### src/lths_pkg.sv
// Constants and types for the logical track head select block
package lths_pkg;
  localparam int CYL_W          = 16;
  localparam int TRK_W          = 16;
  localparam int POS_W          = 9;
  localparam int HEAD_W         = 4;
  localparam int FIX_W          = 5;
  localparam int NUM_HEADS      = 12;
  localparam int NUM_FIXED      = 30;
  localparam int HEADS_PER_POS  = 6;
  localparam int ACCESS_POS     = 350;
  localparam int PHYS_TRK_LAST  = 699;
  localparam logic [TRK_W-1:0] TRK_MAX        = 16'h000B;
  localparam logic [CYL_W-1:0] CYL_MAX_TWO    = 16'h015C;
  localparam logic [CYL_W-1:0] CYL_MAX_FOUR   = 16'h02B9;
  localparam logic [CYL_W-1:0] CYL_FIX_FIRST  = 16'h0001;
  localparam logic [CYL_W-1:0] CYL_FIX_LAST   = 16'h0005;
  localparam int FULL_TRACK_BYTES = 8368;
  localparam logic [13:0] TRK_BYTES_MAX = 14'h20B0;
  localparam int SEEK_HOME_NS   = 1000;
  localparam int CLK_NS         = 25;
  localparam int SEEK_HOME_CYC  = SEEK_HOME_NS / CLK_NS;
  typedef enum logic [1:0] {
    LTHS_MOD_NONE,
    LTHS_MOD_TWO,
    LTHS_MOD_FOUR,
    LTHS_MOD_FIXED
  } lths_mod_t;
endpackage

### src/lths_addr_map.sv
// Combinational translation of a track address word into a head choice
`timescale 1ns/1ps
module lths_addr_map
  import lths_pkg::*;
(
  input  wire lths_mod_t         modKind,
  input  wire logic [CYL_W-1:0]  cylinderField,
  input  wire logic [TRK_W-1:0]  trackInCylinderField,
  output logic                   addrOk,
  output logic                   useFixed,
  output logic [POS_W-1:0]       accessPos,
  output logic [HEAD_W-1:0]      headNum,
  output logic [FIX_W-1:0]       fixedNum,
  output logic                   oddTrack
);
  logic [CYL_W-1:0] cylMax;
  logic [CYL_W-1:0] cylOff;
  logic [3:0]       trkHalf;

  always_comb begin
    cylMax  = (modKind == LTHS_MOD_TWO) ? CYL_MAX_TWO : CYL_MAX_FOUR;
    trkHalf = trackInCylinderField[4:1];
    cylOff  = cylinderField - CYL_FIX_FIRST;
    addrOk  = (modKind != LTHS_MOD_NONE) && (cylinderField <= cylMax) &&
              (trackInCylinderField <= TRK_MAX);
    useFixed = (modKind == LTHS_MOD_FIXED) &&
               (cylinderField >= CYL_FIX_FIRST) &&
               (cylinderField <= CYL_FIX_LAST);
    oddTrack = trackInCylinderField[0];
    fixedNum = FIX_W'(cylOff[2:0] * 3'h6) + FIX_W'(trkHalf);
    if (modKind == LTHS_MOD_TWO) begin
      accessPos = cylinderField[POS_W-1:0];
      headNum   = trkHalf;
    end else begin
      accessPos = cylinderField[POS_W:1];
      headNum   = trkHalf + (cylinderField[0] ? 4'h6 : 4'h0);
    end
  end
endmodule

### src/lths_onehot.sv
// One-hot decoder for head or element enables
`timescale 1ns/1ps
module lths_onehot #(
  parameter int N  = 12,
  parameter int IW = 4
) (
  input  wire logic [IW-1:0] idx,
  input  wire logic          en,
  output logic [N-1:0]       sel
);
  genvar i;
  generate
    for (i = 0; i < N; i++) begin : g_dec
      assign sel[i] = en && (idx == IW'(i));
    end
  endgenerate
endmodule

### src/lths_track_select.sv
// Track address translation, head selection and write protect
//
// How it works
// - Address is cylinder word then track word
// - Track word is logical track, derive head
// - Head n serves logical tracks 2n, 2n+1
// - Six heads per position form one cylinder
// - 350 positions, outer/inner head track ranges
// - At most one head or element enabled
// - Two-disk: user cylinders 0 to 348
// - Four-disk: heads 0-5 even, 6-11 odd
// - Four-disk: user cylinders 0 to 697
// - Fixed variant: cylinders 1-5 on 30 elements
// - Cylinders 1-5 auto select fixed element
// - Other fixed-variant cylinders map as four-disk
// - Read-only module lights read-only status
// - Write under read-only refused, interrupt raised
// - Servo surface never reachable by commands
// - Full track write capped at 8368 bytes
// - Report module size bits in sense
// - After load, seek track 0, then ready
`timescale 1ns/1ps
module lths_track_select
  import lths_pkg::*;
#(
  parameter int SEEK_CYC = SEEK_HOME_CYC
) (
  input  wire logic                  mclk,
  input  wire logic                  rst,
  input  wire logic                  modLoaded,
  input  wire logic                  modReadOnlyIn,
  input  wire logic [1:0]            modSizeIn,
  input  wire logic                  cmdValid,
  input  wire logic                  cmdWrite,
  input  wire logic [31:0]           trackAddressWord,
  input  wire logic                  dataByteStb,
  input  wire logic                  cmdEnd,
  output logic                       ready_r,
  output logic                       readOnly_r,
  output logic                       readOnlyLamp_r,
  output logic [1:0]                 modSize_r,
  output logic                       addrError_r,
  output logic                       writeRefused_r,
  output logic                       attnIrq_r,
  output logic                       overrun_r,
  output logic [POS_W-1:0]           accessPos_r,
  output logic [NUM_HEADS-1:0]       headSel_r,
  output logic [NUM_FIXED-1:0]       fixedSel_r,
  output logic                       oddTrack_r,
  output logic                       writeGate_r
);
  // Load, read-only and size pin inputs pass two flip-flops before use
  logic [1:0] loadSync1;
  logic [1:0] loadSync2;
  logic [1:0] sizeSync1;
  logic [1:0] sizeSync2;
  logic       loadedPrev;

  always_ff @(posedge mclk or posedge rst) begin
    if (rst) begin
      loadSync1 <= 2'h0;
      loadSync2 <= 2'h0;
      sizeSync1 <= 2'h0;
      sizeSync2 <= 2'h0;
    end else begin
      loadSync1 <= {modReadOnlyIn, modLoaded};
      loadSync2 <= loadSync1;
      sizeSync1 <= modSizeIn;
      sizeSync2 <= sizeSync1;
    end
  end

  wire logic loadedS = loadSync2[0];
  wire logic roS     = loadSync2[1];

  typedef enum logic [1:0] {
    LTHS_ST_IDLE,
    LTHS_ST_HOME,
    LTHS_ST_READY
  } lths_st_t;

  lths_st_t   st_r;
  logic [15:0] seekCnt_r;
  lths_mod_t  modKind_r;

  // Load sequence: home to track 0, then ready
  always_ff @(posedge mclk or posedge rst) begin
    if (rst) begin
      st_r      <= LTHS_ST_IDLE;
      seekCnt_r <= 16'h0;
      ready_r   <= 1'b0;
    end else begin
      unique case (st_r)
        LTHS_ST_IDLE: begin
          ready_r <= 1'b0;
          if (loadedS && !loadedPrev) begin
            st_r      <= LTHS_ST_HOME;
            seekCnt_r <= 16'(SEEK_CYC - 1);
          end
        end
        LTHS_ST_HOME: begin
          if (!loadedS) begin
            st_r <= LTHS_ST_IDLE;
          end else if (seekCnt_r == 16'h0) begin
            st_r    <= LTHS_ST_READY;
            ready_r <= 1'b1;
          end else begin
            seekCnt_r <= seekCnt_r - 16'h1;
          end
        end
        LTHS_ST_READY: begin
          if (!loadedS) begin
            st_r    <= LTHS_ST_IDLE;
            ready_r <= 1'b0;
          end
        end
      endcase
    end
  end

  // Module identity and read-only taken at load, held until unload
  always_ff @(posedge mclk or posedge rst) begin
    if (rst) begin
      loadedPrev     <= 1'b0;
      readOnly_r     <= 1'b0;
      readOnlyLamp_r <= 1'b0;
      modSize_r      <= 2'h0;
      modKind_r      <= LTHS_MOD_NONE;
    end else begin
      loadedPrev <= loadedS;
      if (!loadedS) begin
        readOnly_r     <= 1'b0;
        readOnlyLamp_r <= 1'b0;
        modSize_r      <= 2'h0;
        modKind_r      <= LTHS_MOD_NONE;
      end else if (!loadedPrev) begin
        readOnly_r     <= roS;
        readOnlyLamp_r <= roS;
        modSize_r      <= sizeSync2;
        modKind_r      <= lths_mod_t'(sizeSync2);
      end
    end
  end

  logic              addrOk;
  logic              useFixed;
  logic [POS_W-1:0]  mapPos;
  logic [HEAD_W-1:0] mapHead;
  logic [FIX_W-1:0]  mapFix;
  logic              mapOdd;

  // Upper word is cylinder field, lower word track field
  lths_addr_map u_map (
    .modKind              (modKind_r),
    .cylinderField        (trackAddressWord[31:16]),
    .trackInCylinderField (trackAddressWord[15:0]),
    .addrOk               (addrOk),
    .useFixed             (useFixed),
    .accessPos            (mapPos),
    .headNum              (mapHead),
    .fixedNum             (mapFix),
    .oddTrack             (mapOdd)
  );

  logic [NUM_HEADS-1:0] headDec;
  logic [NUM_FIXED-1:0] fixDec;
  logic                 take;
  logic                 accept;

  assign take   = cmdValid && ready_r;
  assign accept = take && addrOk && !(cmdWrite && readOnly_r);

  // At most one decoder enabled; servo read head has no select line
  lths_onehot #(.N(NUM_HEADS), .IW(HEAD_W)) u_head (
    .idx (mapHead),
    .en  (addrOk && !useFixed),
    .sel (headDec)
  );
  lths_onehot #(.N(NUM_FIXED), .IW(FIX_W)) u_fix (
    .idx (mapFix),
    .en  (addrOk && useFixed),
    .sel (fixDec)
  );

  logic [13:0] byteCnt_r;
  logic        active_r;
  logic        fullStop;

  assign fullStop = writeGate_r && dataByteStb &&
                    (byteCnt_r == TRK_BYTES_MAX);

  // Selection held for the command; a refused write selects nothing
  always_ff @(posedge mclk or posedge rst) begin
    if (rst) begin
      accessPos_r <= '0;
      headSel_r   <= '0;
      fixedSel_r  <= '0;
      oddTrack_r  <= 1'b0;
      writeGate_r <= 1'b0;
      active_r    <= 1'b0;
    end else if (take) begin
      active_r    <= accept;
      headSel_r   <= accept ? headDec : '0;
      fixedSel_r  <= accept ? fixDec : '0;
      writeGate_r <= accept && cmdWrite;
      oddTrack_r  <= mapOdd;
      if (accept && !useFixed) begin
        accessPos_r <= mapPos;
      end
    end else if (cmdEnd || !ready_r || fullStop) begin
      headSel_r   <= '0;
      fixedSel_r  <= '0;
      writeGate_r <= 1'b0;
      active_r    <= 1'b0;
      // Arm is parked at track 0 whenever the drive is not ready
      if (!ready_r) begin
        accessPos_r <= '0;
      end
    end
  end

  // Status pulses for rejected addresses and refused writes
  always_ff @(posedge mclk or posedge rst) begin
    if (rst) begin
      addrError_r    <= 1'b0;
      writeRefused_r <= 1'b0;
      attnIrq_r      <= 1'b0;
    end else begin
      addrError_r    <= take && !addrOk;
      writeRefused_r <= take && addrOk && cmdWrite && readOnly_r;
      attnIrq_r      <= take && addrOk && cmdWrite && readOnly_r;
    end
  end

  // Count written bytes; the write gate closes on a byte past a full track
  always_ff @(posedge mclk or posedge rst) begin
    if (rst) begin
      byteCnt_r <= 14'h0;
      overrun_r <= 1'b0;
    end else if (take) begin
      // An excess strobe beside a new command still flags the old one
      byteCnt_r <= 14'h0;
      overrun_r <= fullStop;
    end else if (dataByteStb && writeGate_r) begin
      if (byteCnt_r != TRK_BYTES_MAX) begin
        byteCnt_r <= byteCnt_r + 14'h1;
      end else begin
        overrun_r <= 1'b1;
      end
    end
  end

  a_one_head: assert property (@(posedge mclk) disable iff (rst)
    $onehot0({headSel_r, fixedSel_r}))
    else $error("more than one head or element enabled");

  a_ro_refuse: assert property (@(posedge mclk) disable iff (rst)
    (take && addrOk && cmdWrite && readOnly_r) |=>
      (attnIrq_r && !writeGate_r && headSel_r == '0))
    else $error("read-only write not refused");

  a_bad_addr: assert property (@(posedge mclk) disable iff (rst)
    (take && !addrOk) |=> (addrError_r && headSel_r == '0 &&
                           fixedSel_r == '0))
    else $error("bad address selected a head");

  a_fixed_pick: assert property (@(posedge mclk) disable iff (rst)
    (accept && useFixed) |=> (fixedSel_r != '0 && headSel_r == '0))
    else $error("fixed cylinder did not pick an element");

  a_even_odd: assert property (@(posedge mclk) disable iff (rst)
    (accept && !useFixed && modKind_r == LTHS_MOD_FOUR) |=>
      ((headSel_r[11:6] != 6'h0) == $past(trackAddressWord[16])))
    else $error("head bank does not match cylinder parity");

  a_home_ready: assert property (@(posedge mclk) disable iff (rst)
    $rose(ready_r) |-> $past(st_r) == LTHS_ST_HOME)
    else $error("ready without homing");

  a_ro_lamp: assert property (@(posedge mclk) disable iff (rst)
    readOnly_r == readOnlyLamp_r)
    else $error("read-only lamp disagrees with status");

  a_ro_load: assert property (@(posedge mclk) disable iff (rst)
    (loadedS && !loadedPrev) |=>
      (readOnly_r == $past(roS) && readOnlyLamp_r == $past(roS)))
    else $error("read-only setting not taken at load");

  a_two_range: assert property (@(posedge mclk) disable iff (rst)
    (take && modKind_r == LTHS_MOD_TWO &&
     trackAddressWord[31:16] > CYL_MAX_TWO) |=> addrError_r)
    else $error("two-disk cylinder above limit accepted");

  a_track_cap: assert property (@(posedge mclk) disable iff (rst)
    byteCnt_r <= TRK_BYTES_MAX)
    else $error("track byte count beyond full track");
endmodule

### config.mk
export PLATFORM = sky130hd
export DESIGN_NAME = lths_track_select
export DESIGN_NICKNAME = d
export VERILOG_FILES = /design/src/lths_pkg.sv /design/src/lths_addr_map.sv /design/src/lths_onehot.sv /design/src/lths_track_select.sv
export SDC_FILE = /design/constraint.sdc
export NUM_CORES = 1
export LEC_CHECK = 0
export BUFFER_PORTS_ARGS = -buffer_cell sky130_fd_sc_hd__buf_2
export CAP_MARGIN = 0
export CORE_MARGIN = 10
export CORE_UTILIZATION = 49
export CTS_CLUSTER_DIAMETER = 30
export DETAILED_ROUTE_END_ITERATION = 8
export PLACE_DENSITY = 0.72
export RECOVER_POWER = 100
export SYNTH_ARGS = -nofsm -noshare
export SYNTH_HDL_FRONTEND = slang
export SYNTH_SLANG_ARGS = --single-unit
### constraint.sdc
create_clock -name mclk -period 3.3 [get_ports mclk]
set_input_delay 0.33 -clock mclk [delete_from_list [all_inputs] [get_ports mclk]]
set_output_delay 0.33 -clock mclk [all_outputs]
set_load 0.05 [all_outputs]
* Yosys cells after proc, flatten, opt, wreduce, memory -nomap -nowiden
Cells that the tools add are included.
** Word-level totals
- Flip-flop bits (word level) :: 101
- Input bits :: 42
- Output and inout bits :: 62
- Word-level logic and storage cells :: 206
** Operators by class
- Add/sub/neg operators :: 5
- Multiply operators :: 1
- $lt $le $gt $ge :: 4
- Equality and inequality tests :: 56
- Muxes and demuxes :: 39
- Reduce and logical (&&, ||, !) cells :: 82
** Operator list (number)
- $mux 30 :: 3
- $eq 5x5->1 const B :: 14
- $logic_and 1x1->1 :: 60
- $mux 16 :: 3
- $mux 9 :: 5
- $mux 14 :: 3
- $eq 5x4->1 const B :: 8
- $mux 12 :: 3
- $pmux 16 s2 :: 1
- $eq 5x3->1 const B :: 4
- $eq 4x3->1 const B :: 4
- $eq 4x4->1 const B :: 4
- $ge 16x1->1 const B :: 1
- $le 16x10->1 :: 1
- $le 16x3->1 const B :: 1
- $le 16x4->1 const B :: 1
- $logic_not 16->1 :: 1
- $sub 16x1->16 const B :: 1
- $add 14x1->14 const B :: 1
- $eq 14x14->1 const B :: 1
- $ne 14x14->1 const B :: 1
- $ne 2x2->1 const B :: 7
- $mux 2 :: 6
- $eq 5x2->1 const B :: 2
- other kinds (26) :: 51

* Depth between registers and ports, before layout
Gate-level depths: netlist of the first run.
- Depth in word-level cells :: 10
- Mapped depth :: 12
- Depth with buffers taken out :: 10

* By module
From an unflattened synthesis of the first run, not the netlist that was laid out.
** Unflattened totals
- Cells, all modules :: 526
- Area, all modules :: 5210.0 um^2
** Modules (own cells, without submodules)
- lths_track_select :: times used 1, cells each 368, area an instance 4260.3 um^2, sequential area each 2527.4 um^2
- lths_addr_map :: times used 1, cells each 96, area an instance 636.9 um^2, sequential area each 0.0 um^2
- lths_onehot at u_fix :: times used 1, cells each 44, area an instance 219.0 um^2, sequential area each 0.0 um^2
- lths_onehot at u_head :: times used 1, cells each 18, area an instance 93.8 um^2, sequential area each 0.0 um^2

* Least setup slack after synthesis of the first run
No wires, ideal clock.
- Kind :: register to register
- Start point :: reg modKind_r[1]
- End point :: reg attnIrq_r
- Setup time :: 89 ps
- Arrival :: 3140 ps
- Required time :: 3211 ps
- Path slack :: 72 ps
- Cell stages (with the launch flop) :: 13
- Buffers on the path :: 3
- Clock period less this slack :: 3228 ps
- Cell sequence :: dfrtp_1 and2b_1 inv_1 buf_1 ha_1 a211o_1 a211oi_1 nor3_1 o2bb2ai_1 and2_1 buf_2 buf_2 nor3b_1
** Between the ends
- Word-level cells in the longest chain between the ends :: 8
- Elaborated cells on any way between the ends :: 9
- Classes of those cells :: 1 x order compare; 1 x eq/ne; 1 x mux; 6 x reduce/logical
** Ends and longest elaborated chain
- from (decl) :: line lths_track_select.sv:84 : lths_mod_t modKind_r;
- from (signal assigned) :: line lths_track_select.sv:140 : modKind_r <= lths_mod_t'(sizeSync2);
- $eq 2x1->1 :: line lths_addr_map.sv:21 : cylMax = (modKind == LTHS_MOD_TWO) ? CYL_MAX_TWO : CYL_MAX_FOUR;
- $mux 10 :: line lths_addr_map.sv:21
- $le 16x10->1 :: line lths_addr_map.sv:24 : addrOk = (modKind != LTHS_MOD_NONE) && (cylinderField <= cylMax) &&
- $logic_and 1x1->1 * (2 in series) :: line lths_addr_map.sv:24
- $logic_and 1x1->1 * (3 in series) :: line lths_track_select.sv:231 : attnIrq_r <= take && addrOk && cmdWrite && readOnly_r;
- to (signal assigned) :: line lths_track_select.sv:231
- to (decl) :: line lths_track_select.sv:44 : output logic attnIrq_r,
Every way passes the cells marked *; elsewhere a longest branch is shown, timed or not.
A chain may end at the register's enable or synchronous reset.

* Worst setup path after layout of the first run
- Start point :: in trackAddressWord[16]
- End point :: reg fixedSel_r[10]
** Between the ends
- Word-level cells in the longest chain between the ends :: 7
- Elaborated cells on any way between the ends :: 17
- Classes of those cells :: 2 x add/sub; 1 x mul; 3 x order compare; 1 x eq/ne; 2 x mux; 8 x reduce/logical
** Ends and longest elaborated chain
- from (decl) :: line lths_track_select.sv:35 : input wire logic [31:0] trackAddressWord,
- $sub 3x1->3 (tied with other cells) :: line lths_addr_map.sv:23 : cylOff = cylinderField - CYL_FIX_FIRST;
- $mul 3x2->4 (tied with other cells) :: line lths_addr_map.sv:30 : fixedNum = FIX_W'(cylOff[2:0] * 3'h6) + FIX_W'(trkHalf);
- $add 5x4->5 (tied with other cells) :: line lths_addr_map.sv:30
- $eq 5x4->1 (tied with other cells) :: line lths_onehot.sv:14 : assign sel[i] = en && (idx == IW'(i));
- $logic_and 1x1->1, on equally long branches :: line lths_onehot.sv:14, lths_track_select.sv:171
- $mux 30 * :: line lths_track_select.sv:204 : fixedSel_r <= accept ? fixDec : '0;
- $mux 30 * :: line lths_track_select.sv:201 : end else if (take) begin
- to (signal assigned) :: line lths_track_select.sv:204
- to (decl) :: line lths_track_select.sv:48 : output logic [NUM_FIXED-1:0] fixedSel_r,
Marked as above.

==> run metrics, run 1 <==
DR pass1 iterations=4; IO buf count=103; Routed wire per std cell=16.5 um; Synth Area in Adders=0.0508; die area=15000 um2; largest family of logic cells by synthesized area=simple AND/OR/NAND/NOR gates; Async S/R FF share, synth=1.00; num ports=104; most frequent cells in the layout=101 x dfrtp_1, 97 x nand2_1, 63 x clkbuf_1; mux cell area share after synthesis=0.0313; Slew HR=-0.250; Syn Std Cell Area=5120 um2; leading cell type in the layout, fill and taps excluded=dfrtp_1; Layout Nets=689; status=complete, but fails checks; Net Count, Synth=590; Final setup viols=0; CP endpoint kind=flop; Total Wirelength=12.7 mm; GP Congestion=0.864; grt ovf=0; Placed Instances=753; routed vias=4250; CTS tree=built; layout cell share with drive strength beyond 1=0.114; Critical Path RT=3.60 ns; CORE AREA=10300 um2; cts repair resizes=0; Post-Synth Simple-Gate Area=0.227; Power Total=0.00274 W; RSZ-0062 raised after global routing=no; failing checks=capacitance limit, slew limit; final non-filler cell total=769; YS warnings=0; first-pass GRT wire length=20.6 mm; Pwr Density=467 nW/um2; Cells after Synth=529; crit path kind=input pin to flop; Max-Cap Viols=1; area fraction in compound gates after synthesis=0.116; vias in the first global route=4267; Main synth FF type=dfrtp_1; Core Util, Final=0.569; CTS Buf Count=9; static leakage=2.57 nW; setup TNS=0 ns; post-DP HPWL=9.69 mm; clk slew on worst S/H paths=0.10 ns; Die Wd=122 um; Mapped Avg Cell Area=9.69 um2; Worst Path Arrival=3.26 ns; largest net degree at the start of global routing=61; Final Hold Fails=0; CP Launch Type=input pin; clock sinks=101; Longest Clk Path Bufs=2; Post-Synth XOR/XNOR Area=0.0479; Max Freq=0.338 GHz; worst hold path class=input pin to flop; clock root cell=clkbuf_8; Starting Density=0.499; final worst path period share=0.897; Crit Path Max Fanout=7; worst slew pin tran=1.87 ns; Final min period=2.96 ns; vias per cell=5.53; initial antenna violation count=0; ant diodes=0; Post-DRT Antenna Nets=0; DRC Markers=0; Clk Latency, worst-skew pair=0.38 ns; FILL cells=952; Pins Over Slew Limit=43; Post-CTS Setup Bufs=0; initial detailed-routing violation count=296; EDFF count, synth=0; GRT Overall Usage=0.169; num rows=37; flops & latches, synth=101; CTS Hold Buffers Added=0; clk_skew=0.0102 ns; VDD IR max=284 uV; die extent in y=122 um; Yosys cell types=56; H-tree levels=3; area grow syn2layout=14.2%; Seq/Total Area, Yosys=0.493
## worst max-delay path, cell delays in order
cell,delay [ns]
clkbuf_1,0.26
inv_1,0.14
ha_1,0.27
xor2_1,0.27
fa_1,0.47
ha_1,0.32
a21oi_1,0.24
xor2_1,0.16
or4_4,0.60
o21ai_0,0.20
## flip-flops by register name (all words and copies together), names as in the netlist, 9 cells and up
register     cells
fixedSel_r      30
headSel_r       12
accessPos_r      9
seekCnt_r       16
byteCnt_r       14
## path summary, 6_finish.rpt
path,start,depth (start not counted),to,slack (ns)
setup reg to reg,seekCnt_r[5],6,st_r[0],0.36
min in group asynchronous,rst,2,seekCnt_r[5],0.41
hold reg to reg,sizeSync1[1],0,sizeSync2[1],0.35
hold / removal,modLoaded,1,loadSync1[0],0.06
max in group asynchronous,rst,3,fixedSel_r[25],0.76
setup / recovery,trackAddressWord[16],10,fixedSel_r[10],0.34
## where the power goes
group          internal (W)  switching, W  leakage (nW)
clock              0.000310      0.000453        0.0994
sequential          0.00132     0.0000990          1.37
combinational      0.000219      0.000339          1.10
total               0.00184      0.000892          2.57
## synth_stat cells, drive strengths merged, types with 7 or more instances
library cell | instances | area (um2)
a21oi | 16 | 83.8
a32o | 14 | 140
and3 | 7 | 43.8
buf | 10 | 63.8
clkbuf | 12 | 45.0
dfrtp | 101 | 2530
ha | 16 | 200
inv | 17 | 63.8
mux2i | 16 | 160
nand2 | 97 | 364
nand2b | 7 | 43.8
nand3 | 11 | 67.6
nand4 | 10 | 62.6
nor2 | 47 | 176
nor3 | 9 | 45.0
nor4 | 10 | 62.6
o21ai | 41 | 205
or3 | 8 | 52.6
xnor2 | 11 | 96.3
xor2 | 17 | 149
## cell type report
| cell class | instances | area (um2) | area share |
|---|---|---|---|
| Clock buffer | 10 | 138 | 0.0235 |
| Sequential cell | 101 | 2530 | 0.432 |
| Clock inverter | 6 | 55.1 | 0.00941 |
| Timing Repair Buffer | 110 | 487 | 0.0832 |
| Tap cell | 136 | 170 | 0.0291 |
| Multi-Input combinational cell | 389 | 2410 | 0.412 |
| Inverter | 17 | 65.1 | 0.0111 |
## layer usage
layer	global-route usage	routed length (um)	up-vias
met4	0.0479	102	0
met5	0	0	-
met3	0.0496	819	11
met1	0.206	5410	2098
met2	0.284	6390	96
li1	-	-	2045
## logic make-up after synthesis
logic type               Yosys count
buffers and inverters             39
multiplexers                      16
adder cells (fa/ha/maj)           19
XOR/XNOR                          28
flip-flops                       101
AND/OR/NAND/NOR                  234
AO/OA/AOI/OAI                     92
## metrics by stage
step | hold slack, ns | setup WS, ns | cell area, um2
after CTS | 0.0400 | 0.415 | 5970
final | 0.0597 | 0.339 | 5850
after detailed placement | 0.336 | 0.0942 | 5780
after global placement | 0.334 | 0.229 | 5780
after global routing | 0.0421 | 0.117 | 5850
after floorplan | 0.331 | 0.0715 | 5120
Power figures use the tool's default switching activity.
==> run 2: changes to the inputs <==
--- a/config.mk
+++ b/config.mk
@@ -12,7 +12,6 @@
 export CTS_CLUSTER_DIAMETER = 30
 export DETAILED_ROUTE_END_ITERATION = 8
 export PLACE_DENSITY = 0.72
-export RECOVER_POWER = 100
 export SYNTH_ARGS = -nofsm -noshare
 export SYNTH_HDL_FRONTEND = slang
 export SYNTH_SLANG_ARGS = --single-unit
==> constraint.sdc (replaced) <==
create_clock -name mclk -period 3.55 [get_ports mclk]
set_input_delay 0.355 -clock mclk [delete_from_list [all_inputs] [get_ports mclk]]
set_output_delay 0.355 -clock mclk [all_outputs]
set_load 0.05 [all_outputs]
==> run 2 against run 1 <==
The flow now finishes without violations. Critical path type is now flop to flop. Combinational power fell by 6.3%. Die area did not move. Sequential cell count did not move.
==> run metrics, run 2 (synthesis results as in run 1) <==
status=complete, no violations; static leakage=2.84 nW; Post-DRT Antenna Nets=0; Largest register FFs=30; Reg area=2530 um2; FF-to-FF End=accessPos_r[7]; Pins Over Slew Limit=0; worst slew pin tran=0.843 ns; Longest Clk Path Bufs=2; clk slew on worst S/H paths=0.11 ns; cts repair resizes=0; Final min period=2.92 ns; FF-to-FF path depth=9; RSZ-0062 raised after global routing=no; CP Launch Type=flop; final worst path period share=0.823; switching pwr=0.000841 W; Slew HR=0.436; GP Congestion=0.842; DR pass1 iterations=4; critical path depth=9; CP endpoint kind=flop; largest net degree at the start of global routing=62; Max-Cap Viols=0; clk_skew=0.0179 ns; FILL cells=938; Starting Density=0.499; CORE AREA=10300 um2; Clk Latency, worst-skew pair=0.37 ns; Crit Path Max Fanout=9; clock sinks=101; Max Freq=0.342 GHz; leading cell type in the layout, fill and taps excluded=buf_2; reg-to-reg startpoint=modKind_r[1]; Flop pwr share=0.517; crit-path leading delay family=simple AND/OR/NAND/NOR gates; clock root cell=clkbuf_8; num ports=104; Layout Nets=688; initial detailed-routing violation count=280; WP buf/inv=1; Crit-path slowest cell=and3_1; die area=15000 um2; largest register by flop count=fixedSel_r; DP Area=5770 um2; setup TNS=0 ns; H-tree levels=3; Worst Path Arrival=3.19 ns; biggest regs=fixedSel_r: 30 flops, seekCnt_r: 16 flops, byteCnt_r: 14 flops; DRC Markers=0; Final Hold Fails=0; area taken by multi-input logic gates=2440 um2; Die Wd=122 um; IO buf count=103; vias in the first global route=4365; Routed wire per std cell=16.4 um; Pwr Density=426 nW/um2; num rows=37; worst hold path class=input pin to async pin; most frequent cells in the layout=103 x buf_2, 101 x dfrtp_1, 97 x nand2_1; Post-CTS Setup Bufs=0; Clock Power Share=0.278; VDD IR max=307 uV; worst path cell trace=and2b_1 -> inv_1 -> ha_1 -> a211o_1 -> a211oi_1 -> nor3_1 -> o2bb2ai_1 -> and3_1 -> mux2i_1; Int Pwr=0.00170 W; Final setup viols=0; die extent in y=122 um; share of total power in combinational logic=0.206; Final Instance Area=5970 um2; area grow syn2layout=16.5%; post-DP HPWL=9.61 mm; Sw Share=0.330; GRT Overall Usage=0.171; grt ovf=0; layout cell share with drive strength beyond 1=0.220; crit path kind=flop to flop; initial antenna violation count=1; CTS tree=built; CTS Buf Count=9; Total Wirelength=12.6 mm; CP max stage delay=0.58 ns; flop2flop setup slack=0.63 ns; routed vias=4236; CTS Hold Buffers Added=0; first-pass GRT wire length=20.9 mm; Critical Path RT=3.82 ns; vias per cell=5.50; Core Util, Final=0.581
[run 2: changes by cell type in the layout (fill, tap and decap cells not counted), sizes merged]
cell / change
buf: +63
clkbuf: -65
clkinv: -1
clkinvlp: +2
diode: +2
[run 2: area by class of cell]
cell class / count / area share
sequential: 101 / 0.423
tap: 136 / 0.0285
timing repair buffer: 109 / 0.0960
multi-input combinational: 389 / 0.409
clock buffer: 9 / 0.0208
clock inverter: 7 / 0.0109
inverter: 17 / 0.0109
antenna: 2 / 0.000839
[run 2: worst max path at each step]
stage,from,endpoint,slack [ns]
4_1_cts,modKind_r[1],accessPos_r[7],0.62
5_1_grt,modKind_r[1],attnIrq_r,0.35
2_1_floorplan,modKind_r[1],attnIrq_r,0.32
3_3_place_gp,trackAddressWord[16],fixedSel_r[12],0.46
6_report,modKind_r[1],accessPos_r[7],0.63
3_5_place_dp,trackAddressWord[16],fixedSel_r[12],0.31
[run 2: worst reg2reg max path: stages (launching register included)]
cell       delay [ns]
dfrtp_1          0.46
and2b_1          0.24
inv_1            0.05
ha_1             0.29
a211o_1          0.30
a211oi_1         0.23
nor3_1           0.09
o2bb2ai_1        0.29
and3_1           0.58
mux2i_1          0.30
[run 2: stage by stage]
| step | setup slack (ns) | total power (W) | hold slack [ns] | instances |
|---|---|---|---|---|
| floorplan | 0.322 | 0.00173 | 0.331 | 529 |
| CTS | 0.622 | 0.00256 | 0.0728 | 768 |
| detailed placement | 0.309 | 0.00186 | 0.337 | 752 |
| finish | 0.630 | 0.00255 | 0.0618 | 770 |
| global placement | 0.459 | 0.00184 | 0.335 | 752 |
| global route | 0.350 | 0.00270 | 0.0634 | 768 |
[run 2: per-layer routing]
metal,routed length (um),GRT usage
met1,5390,0.214
met4,203,0.0589
met5,0,0
met2,6210,0.278
met3,809,0.0482
[run 2: power by group through the flow]
| stage | Combinational, W | Clock, W | Sequential [W] |
|---|---|---|---|
| after global routing | 0.000601 | 0.000772 | 0.00133 |
| after CTS | 0.000527 | 0.000724 | 0.00131 |
| after global placement | 0.000505 | 0 | 0.00133 |
| after floorplan | 0.000405 | 0 | 0.00132 |
| after detailed placement | 0.000525 | 0 | 0.00134 |
| final | 0.000523 | 0.000707 | 0.00132 |
